## src/pkg/mfti_pkg.sv

```systemverilog
// Operation
// - Write FIFO nearly-full level sits in bits 3:0.
// - Read FIFO nearly-empty level sits in bits 7:4.
// - Enable bit 0 gates read-data underrun.
// - Enable bit 1 gates read-instruction underrun.
// - Enable bit 2 gates write-data underrun.
// - Enable bit 3 gates write-instruction underrun.
// - Enable bit 4 gates read-data overrun.
// - Enable bit 5 gates read-instruction overrun.
// - Enable bit 6 gates write-data overrun.
// - Enable bit 7 gates write-instruction overrun.
// - Read-only status: underruns 3:0, overruns 7:4.
package mfti_pkg;

  localparam int unsigned MFTI_ADDR_W    = 20;
  localparam int unsigned MFTI_DATA_W    = 32;
  localparam int unsigned MFTI_BE_W      = 4;
  localparam int unsigned MFTI_REG_W     = 8;
  localparam int unsigned MFTI_IDX_W     = 18;
  localparam int unsigned MFTI_LEVEL_W   = 4;
  localparam int unsigned MFTI_COUNT_W   = 5;
  localparam int unsigned MFTI_NUM_FLAGS = 8;

  // Register indices; the byte address is four times the index.
  localparam logic [17:0] MFTI_IDX_THRESH = 18'h30b00;
  localparam logic [17:0] MFTI_IDX_ENABLE = 18'h30b01;
  localparam logic [17:0] MFTI_IDX_STATUS = 18'h30b08;
  localparam logic [17:0] MFTI_IDX_MASK   = 18'h30b10;

  // Field positions inside the threshold register.
  localparam int unsigned MFTI_FULL_LSB  = 0;
  localparam int unsigned MFTI_EMPTY_LSB = 4;

  // Values after reset.
  localparam logic [7:0] MFTI_THRESH_RST = 8'h00;
  localparam logic [7:0] MFTI_ENABLE_RST = 8'h00;
  localparam logic [7:0] MFTI_STATUS_RST = 8'h00;
  localparam logic [7:0] MFTI_MASK_RST   = 8'hff;

  // Flag positions, shared by enable, status and mask.
  localparam int unsigned MFTI_RD_DATA_UNDER  = 0;
  localparam int unsigned MFTI_RD_INSTR_UNDER = 1;
  localparam int unsigned MFTI_WR_DATA_UNDER  = 2;
  localparam int unsigned MFTI_WR_INSTR_UNDER = 3;
  localparam int unsigned MFTI_RD_DATA_OVER   = 4;
  localparam int unsigned MFTI_RD_INSTR_OVER  = 5;
  localparam int unsigned MFTI_WR_DATA_OVER   = 6;
  localparam int unsigned MFTI_WR_INSTR_OVER  = 7;

  typedef enum logic {
    MFTI_BUS_IDLE,
    MFTI_BUS_ANSWER
  } mfti_bus_e;

endpackage

```

## src/pkg/mfti_flag_if.sv

```systemverilog
`timescale 1ns/100ps
interface mfti_flag_if;
  import mfti_pkg::*;

  logic [MFTI_NUM_FLAGS-1:0] event_hit;
  logic [MFTI_NUM_FLAGS-1:0] enable;
  logic [MFTI_NUM_FLAGS-1:0] read_clear;
  logic [MFTI_NUM_FLAGS-1:0] flags;

  modport bank (
    input  event_hit,
    input  enable,
    input  read_clear,
    output flags
  );

  modport ctrl (
    output event_hit,
    output enable,
    output read_clear,
    input  flags
  );
endinterface

```

## src/rtl/mfti_flag_bank.sv

```systemverilog
`timescale 1ns/100ps
module mfti_flag_bank
  import mfti_pkg::*;
(
  // Clock and reset.
  input  wire logic  clk_in,
  input  wire logic  sys_rst_in,
  // Event, enable and clear vectors in, sticky flags out.
  mfti_flag_if.bank  flag_bus
);

  logic [MFTI_NUM_FLAGS-1:0] next_flags;

  genvar i;
  generate
    for (i = 0; i < MFTI_NUM_FLAGS; i++) begin : g_flag
      // A gated event in the same cycle as the read clear wins, so no event is lost.
      assign next_flags[i] = (flag_bus.event_hit[i] && flag_bus.enable[i]) ? 1'b1 :
                             flag_bus.read_clear[i] ? 1'b0 : flag_bus.flags[i];
    end
  endgenerate

  always_ff @(posedge clk_in) begin
    if (sys_rst_in) begin
      flag_bus.flags <= MFTI_STATUS_RST;
    end else begin
      flag_bus.flags <= next_flags;
    end
  end

endmodule

```

## src/rtl/mfti_ctrl.sv

```systemverilog
// Design decision made here: the Avalon-MM register port.
`timescale 1ns/100ps
module mfti_ctrl
  import mfti_pkg::*;
(
  // Clock and reset.
  input  wire logic                      clk_in,
  input  wire logic                      sys_rst_in,
  // Avalon-MM register slave.
  input  wire logic [MFTI_ADDR_W-1:0]    avs_address_in,
  input  wire logic                      avs_read_in,
  input  wire logic                      avs_write_in,
  input  wire logic [MFTI_DATA_W-1:0]    avs_writedata_in,
  input  wire logic [MFTI_BE_W-1:0]      avs_byteenable_in,
  output logic      [MFTI_DATA_W-1:0]    avs_readdata_out,
  output logic                           avs_waitrequest_out,
  // FIFO levels and error events from the memory controller.
  input  wire logic [MFTI_COUNT_W-1:0]   wr_data_free_slots_in,
  input  wire logic [MFTI_COUNT_W-1:0]   rd_data_fill_slots_in,
  input  wire logic [MFTI_NUM_FLAGS-1:0] fifo_err_event_in,
  // Level flags, status and interrupt.
  output logic                           wr_data_nearly_full_flag_out,
  output logic                           rd_data_nearly_empty_flag_out,
  output logic      [MFTI_NUM_FLAGS-1:0] fifo_err_flags_out,
  output logic                           memctl_fifo_err_irq_out
);

  logic [MFTI_REG_W-1:0]   fifo_flag_thresholds;
  logic [MFTI_REG_W-1:0]   fifo_error_event_enables;
  logic [MFTI_REG_W-1:0]   fifo_error_irq_mask;
  logic [MFTI_LEVEL_W-1:0] wr_almost_full_level;
  logic [MFTI_LEVEL_W-1:0] rd_almost_empty_level;
  mfti_bus_e               bus_state;
  logic                    bus_req;
  logic                    bus_start;
  logic                    bus_accept;
  logic [MFTI_IDX_W-1:0]   reg_idx;
  logic                    lane0;
  logic                    hit_thresh;
  logic                    hit_enable;
  logic                    hit_status;
  logic                    hit_mask;
  logic [MFTI_DATA_W-1:0]  next_readdata;

  mfti_flag_if flag_bus ();

  assign wr_almost_full_level  = fifo_flag_thresholds[MFTI_FULL_LSB +: MFTI_LEVEL_W];
  assign rd_almost_empty_level = fifo_flag_thresholds[MFTI_EMPTY_LSB +: MFTI_LEVEL_W];

  // Bus decode. Every access takes two cycles so read data can come from a flop.
  assign bus_req    = avs_read_in || avs_write_in;
  assign bus_start  = bus_req && (bus_state == MFTI_BUS_IDLE);
  assign bus_accept = bus_req && (bus_state == MFTI_BUS_ANSWER);
  assign reg_idx    = avs_address_in[MFTI_ADDR_W-1:2];
  assign lane0      = avs_byteenable_in[0];
  assign hit_thresh = (reg_idx == MFTI_IDX_THRESH);
  assign hit_enable = (reg_idx == MFTI_IDX_ENABLE);
  assign hit_status = (reg_idx == MFTI_IDX_STATUS);
  assign hit_mask   = (reg_idx == MFTI_IDX_MASK);

  assign avs_waitrequest_out = bus_req && (bus_state == MFTI_BUS_IDLE);

  always_ff @(posedge clk_in) begin
    if (sys_rst_in) begin
      bus_state <= MFTI_BUS_IDLE;
    end else begin
      case (bus_state)
        MFTI_BUS_IDLE: begin
          if (bus_req) begin
            bus_state <= MFTI_BUS_ANSWER;
          end
        end
        MFTI_BUS_ANSWER: begin
          bus_state <= MFTI_BUS_IDLE;
        end
        default: begin
          bus_state <= MFTI_BUS_IDLE;
        end
      endcase
    end
  end

  // Unmapped addresses read as zero and ignore writes.
  always_comb begin
    next_readdata = '0;
    case (reg_idx)
      MFTI_IDX_THRESH: begin
        next_readdata[MFTI_REG_W-1:0] = fifo_flag_thresholds;
      end
      MFTI_IDX_ENABLE: begin
        next_readdata[MFTI_REG_W-1:0] = fifo_error_event_enables;
      end
      MFTI_IDX_STATUS: begin
        next_readdata[MFTI_REG_W-1:0] = flag_bus.flags;
      end
      MFTI_IDX_MASK: begin
        next_readdata[MFTI_REG_W-1:0] = fifo_error_irq_mask;
      end
      default: begin
        next_readdata = '0;
      end
    endcase
  end

  always_ff @(posedge clk_in) begin
    if (sys_rst_in) begin
      avs_readdata_out <= '0;
    end else if (bus_start && avs_read_in) begin
      avs_readdata_out <= next_readdata;
    end
  end

  always_ff @(posedge clk_in) begin
    if (sys_rst_in) begin
      fifo_flag_thresholds <= MFTI_THRESH_RST;
    end else if (bus_accept && avs_write_in && hit_thresh && lane0) begin
      fifo_flag_thresholds <= avs_writedata_in[MFTI_REG_W-1:0];
    end
  end

  always_ff @(posedge clk_in) begin
    if (sys_rst_in) begin
      fifo_error_event_enables <= MFTI_ENABLE_RST;
    end else if (bus_accept && avs_write_in && hit_enable && lane0) begin
      fifo_error_event_enables <= avs_writedata_in[MFTI_REG_W-1:0];
    end
  end

  always_ff @(posedge clk_in) begin
    if (sys_rst_in) begin
      fifo_error_irq_mask <= MFTI_MASK_RST;
    end else if (bus_accept && avs_write_in && hit_mask && lane0) begin
      fifo_error_irq_mask <= avs_writedata_in[MFTI_REG_W-1:0];
    end
  end

  // Level flags; a zero level still fires once the count itself reaches zero.
  always_ff @(posedge clk_in) begin
    if (sys_rst_in) begin
      wr_data_nearly_full_flag_out  <= 1'b0;
      rd_data_nearly_empty_flag_out <= 1'b0;
    end else begin
      wr_data_nearly_full_flag_out  <= (wr_data_free_slots_in <= {1'b0, wr_almost_full_level});
      rd_data_nearly_empty_flag_out <= (rd_data_fill_slots_in <= {1'b0, rd_almost_empty_level});
    end
  end

  // Only the bits that software actually saw are cleared, so a flag set after the
  // read data was latched survives the read.
  assign flag_bus.event_hit  = fifo_err_event_in;
  assign flag_bus.enable     = fifo_error_event_enables;
  assign flag_bus.read_clear = (bus_accept && avs_read_in && hit_status) ?
                               avs_readdata_out[MFTI_REG_W-1:0] : '0;

  mfti_flag_bank u_flag_bank (
    .clk_in     (clk_in),
    .sys_rst_in (sys_rst_in),
    .flag_bus   (flag_bus.bank)
  );

  assign fifo_err_flags_out = flag_bus.flags;

  // The enable term is applied again here so that disabling a source silences it at once.
  assign memctl_fifo_err_irq_out = |(flag_bus.flags & fifo_error_event_enables & fifo_error_irq_mask);
endmodule

```

## config.mk

```make
export PLATFORM = sky130hd
export DESIGN_NAME = mfti_ctrl
export DESIGN_NICKNAME = d
export VERILOG_FILES = /design/src/pkg/mfti_pkg.sv /design/src/pkg/mfti_flag_if.sv /design/src/rtl/mfti_flag_bank.sv /design/src/rtl/mfti_ctrl.sv
export SDC_FILE = /design/constraint.sdc
export NUM_CORES = 1
export LEC_CHECK = 0
export BUFFER_PORTS_ARGS = -buffer_cell sky130_fd_sc_hd__buf_2
export CELL_PAD_IN_SITES_DETAIL_PLACEMENT = 0
export CELL_PAD_IN_SITES_GLOBAL_PLACEMENT = 1
export CORE_UTILIZATION = 28
export DETAILED_ROUTE_END_ITERATION = 16
export GPL_ROUTABILITY_DRIVEN = 0
export PLACE_DENSITY_LB_ADDON = 0.1
export SLEW_MARGIN = 10
export SYNTH_ARGS = -nofsm -noshare
export SYNTH_HDL_FRONTEND = slang
export SYNTH_SLANG_ARGS = --single-unit
```

## constraint.sdc

```tcl
create_clock -name clk_in -period 2.3 [get_ports clk_in]
set_input_delay 0.69 -clock clk_in [delete_from_list [all_inputs] [get_ports clk_in]]
set_output_delay 0.69 -clock clk_in [all_outputs]
set_load 0.05 [all_outputs]
```

==> qor_table.md <==
| Result | Reported |
| --- | --- |
| Post-layout instance area | 0.00297 mm^2 |
| Number of enable-type register cells in the synthesized netlist | 0 |
| Pwr per Cell Area | 514 mW/mm^2 |
| Buf/Inv on CP | 1 |
| Clock Skew | 0.00843 ns |
| Post-route DRC violation count | 0 |
| Aggregate global routing overflow | 0 |
| Result of the run | completed |
| Delay of the slowest critical-path stage | 0.35 ns |
| Wire length after detailed routing | 7040 um |
| Area growth from synthesis to layout | 23.9% |
| Core Area | 0.00826 mm^2 |
| Fill cell count | 892 |
| CP max FO | 5 |
| Arrival time reported for the critical path endpoint | 1.44 ns |
| GRT Total Usage | 16.7% |
| Total clock sinks | 43 |
| Required time worst endpoint | 1.61 ns |
| Leading post-synthesis cells by cell area | dfxtp_1, buf_4, mux2i_1 |
| Yosys top cell by area | dfxtp_1 |
| CTS H-tree depth | 2 |
| Unrepaired setup endpoints after global routing | false |
| List of cells traversed by the critical path | and3_1 -> a311oi_2 -> nand4_1 -> buf_2 |
| Number of input and output port buffers inserted | 68 |
| Count of placed standard cells including taps | 456 |
| Final-layout setup total negative slack | 0 ns |
| Antenna Violating Nets Remaining | 0 |
| Wire length of the first global-routing pass | 11200 um |
| Average detailed-routed wire length per instance | 15.2 um |
| Final setup violation count | 0 |
| Top cell type's share of synthesized area | 35.9% |
| Utilization after layout | 36.0% |
| Fraction of the cycle the final worst path needs | 92.6% |
| Path type of the worst min-delay path | reg2reg |
| Critical path launch point type | flip-flop |
| Clock root buffer master | clkbuf_8 |
| Router iterations before antenna repair | 4 |
| Share of cells above drive strength 1 | 29.0% |
| Std cell rows | 33 |
| Drt initial violations | 104 |
| Total number of nets in the final design | 444 |
| Antenna violations before repair | 0 |
| FFs w/ async S/R, synth | 0% |
| Part of the Yosys area used for sequential elements | 35.9% |
| Clock insertion delay at the later pin of the skew report | 0.29 ns |
| Vias in the first global route | 2118 |
| Synth Warn # | 0 |
| ANT cells | 0 |
| Peak supply drop | 0.205 mV |
| Ys flop type | dfxtp_1 |
| Total clock buffers created by CTS | 5 |
| Upper clock frequency limit | 469 MHz |
| Cell area after synthesis | 0.00240 mm^2 |
| Maximum number of pins on one net before global-route repair | 28 |
| Die span in y | 94.5 um |
| Post-layout min period | 2.13 ns |
| Final Hold Vio Count | 0 |
| Half-perimeter wire length after placement | 5200 um |
| Maximum buffer depth of the clock tree | 2 |
| Synthesized area divided by synthesized cell count | 8.59 um^2 |
| Synth top cells by count | dfxtp_1, a21oi_1, buf_4 |
| Per-cell via count in the routed design | 4.85 |
| Leakage power figure | 1.22 nW |
| Fin. max-slew vios | 0 |
| Vias | 2249 |
| Total die area | 0.00894 mm^2 |
| Starting Density | 29.0% |
| TritonCTS clock tree | yes |
| Most frequent cell after synthesis | dfxtp_1 |
| Number of synthesized register bits | 43 |
| Chip Width | 94.5 um |
| Setup CP Type | reg2out |
| Max-cap violations | 0 |
| Post-Place Cell Area | 0.00286 mm^2 |
| CTS Hold Bufs | 0 |
| Reg clk slew, reported paths | 0.09 ns |
| Top-level I/O count | 122 |
| Cell at the slowest stage of the critical path | dfxtp_1 |
| Post-layout instance count excluding filler cells | 464 |
| Post-synthesis cell type count | 33 |
| Top cell family by delay on the critical path | flip-flops |
| Kind of end point of the critical path | output port |
| Gate count after technology mapping | 279 |
## layer usage
layer	wire (um)	global-route usage (%)	vias to the layer above
li1	-	-	1135
met1	3380	22.2	1030
met2	3230	28.0	74
met3	326	2.66	10
met4	106	4.29	0
met5	0	0	-
## cells in the final DEF (no fill, tap or decap), types with 3 or more instances in the layout
master / instances
a21oi_1: 27
and3_1: 3
nor2_1: 19
nand2_1: 14
nand4_1: 6
o21ai_0: 18
inv_1: 11
dfxtp_1: 43
nand3_1: 22
nor3_1: 10
mux2i_1: 16
buf_4: 17
conb_1: 24
clkbuf_8: 7
buf_2: 68
a221o_1: 8
nor2b_1: 3
a2bb2oi_1: 8
ha_1: 8
a311oi_1: 8
## cell families (layout without fill, tap and decap cells)
family / Yosys count / after routing / share of synthesized area [%]
multiplexers: 16 / 16 / 6.68
AO/OA/AOI/OAI: 73 / 73 / 19.9
flip-flops: 43 / 43 / 35.9
adder cells (fa/ha/maj): 8 / 8 / 4.18
other: 1 / 24 / 0.156
buffers and inverters: 48 / 105 / 11.8
AND/OR/NAND/NOR: 90 / 90 / 21.3
## path summary, 6_finish.rpt
| check | slack (ns) | from | to | cells after the start |
|---|---|---|---|---|
| worst max-delay path | 0.17 | fifo_error_event_enables[4] | memctl_fifo_err_irq_out | 4 |
| worst min-delay path | 0.48 | avs_readdata_out[2] | u_flag_bank.flag_bus.flags[2] | 1 |
| worst max register to register | 0.74 | fifo_flag_thresholds[1] | wr_data_nearly_full_flag_out | 6 |
| worst min register to register | 0.48 | avs_readdata_out[2] | u_flag_bank.flag_bus.flags[2] | 1 |
## through the flow
| step | setup slack [ns] | total power [mW] | hold WS, ns |
|---|---|---|---|
| after floorplan | 0.221 | 0.954 | 0.462 |
| after global placement | 0.185 | 1.00 | 0.465 |
| after detailed placement | 0.182 | 1.00 | 0.476 |
| after CTS | 0.0698 | 1.55 | 0.489 |
| after global routing | 0.0289 | 1.60 | 0.508 |
| final | 0.169 | 1.53 | 0.482 |
## worst reg2reg max path, cell delays in order, from the launching register on
cell,delay (ns)
dfxtp_1,0.40
inv_1,0.07
ha_1,0.28
nor2b_1,0.13
o21ai_0,0.13
a21oi_1,0.09
a2111oi_0,0.35
## area by class of cell
type                    instances  area, um^2  area share, %
repair buffers                 86         488           16.4
multi-input cells             211        1350           45.3
well taps                     105         131           4.42
clock buffers                   7        96.3           3.24
clock inverters                 1        7.51          0.253
flip-flops and latches         43         861           29.0
inverters                      11        41.3           1.39
## where the power goes
group	internal [mW]	total [mW]	switching, mW
Combinational	0.0663	0.236	0.170
Clock	0.274	0.543	0.269
Sequential	0.746	0.749	0.00266
Total	1.09	1.53	0.442
## what timing repair did
item / CTS / global route
setup buffers: 0 / 0
gates resized for setup: 0 / 1
endpoints found under the setup margin: 0 / 1
## registers in the layout, summed over array words and instances, names as in the netlist
signal	flops
wr_data_nearly_full_flag_out	1
u_flag_bank.flag_bus.flags	8
rd_data_nearly_empty_flag_out	1
fifo_error_irq_mask	8
avs_readdata_out	8
fifo_error_event_enables	8
bus_state	1
fifo_flag_thresholds	8
Power figures use the tool's default switching activity.
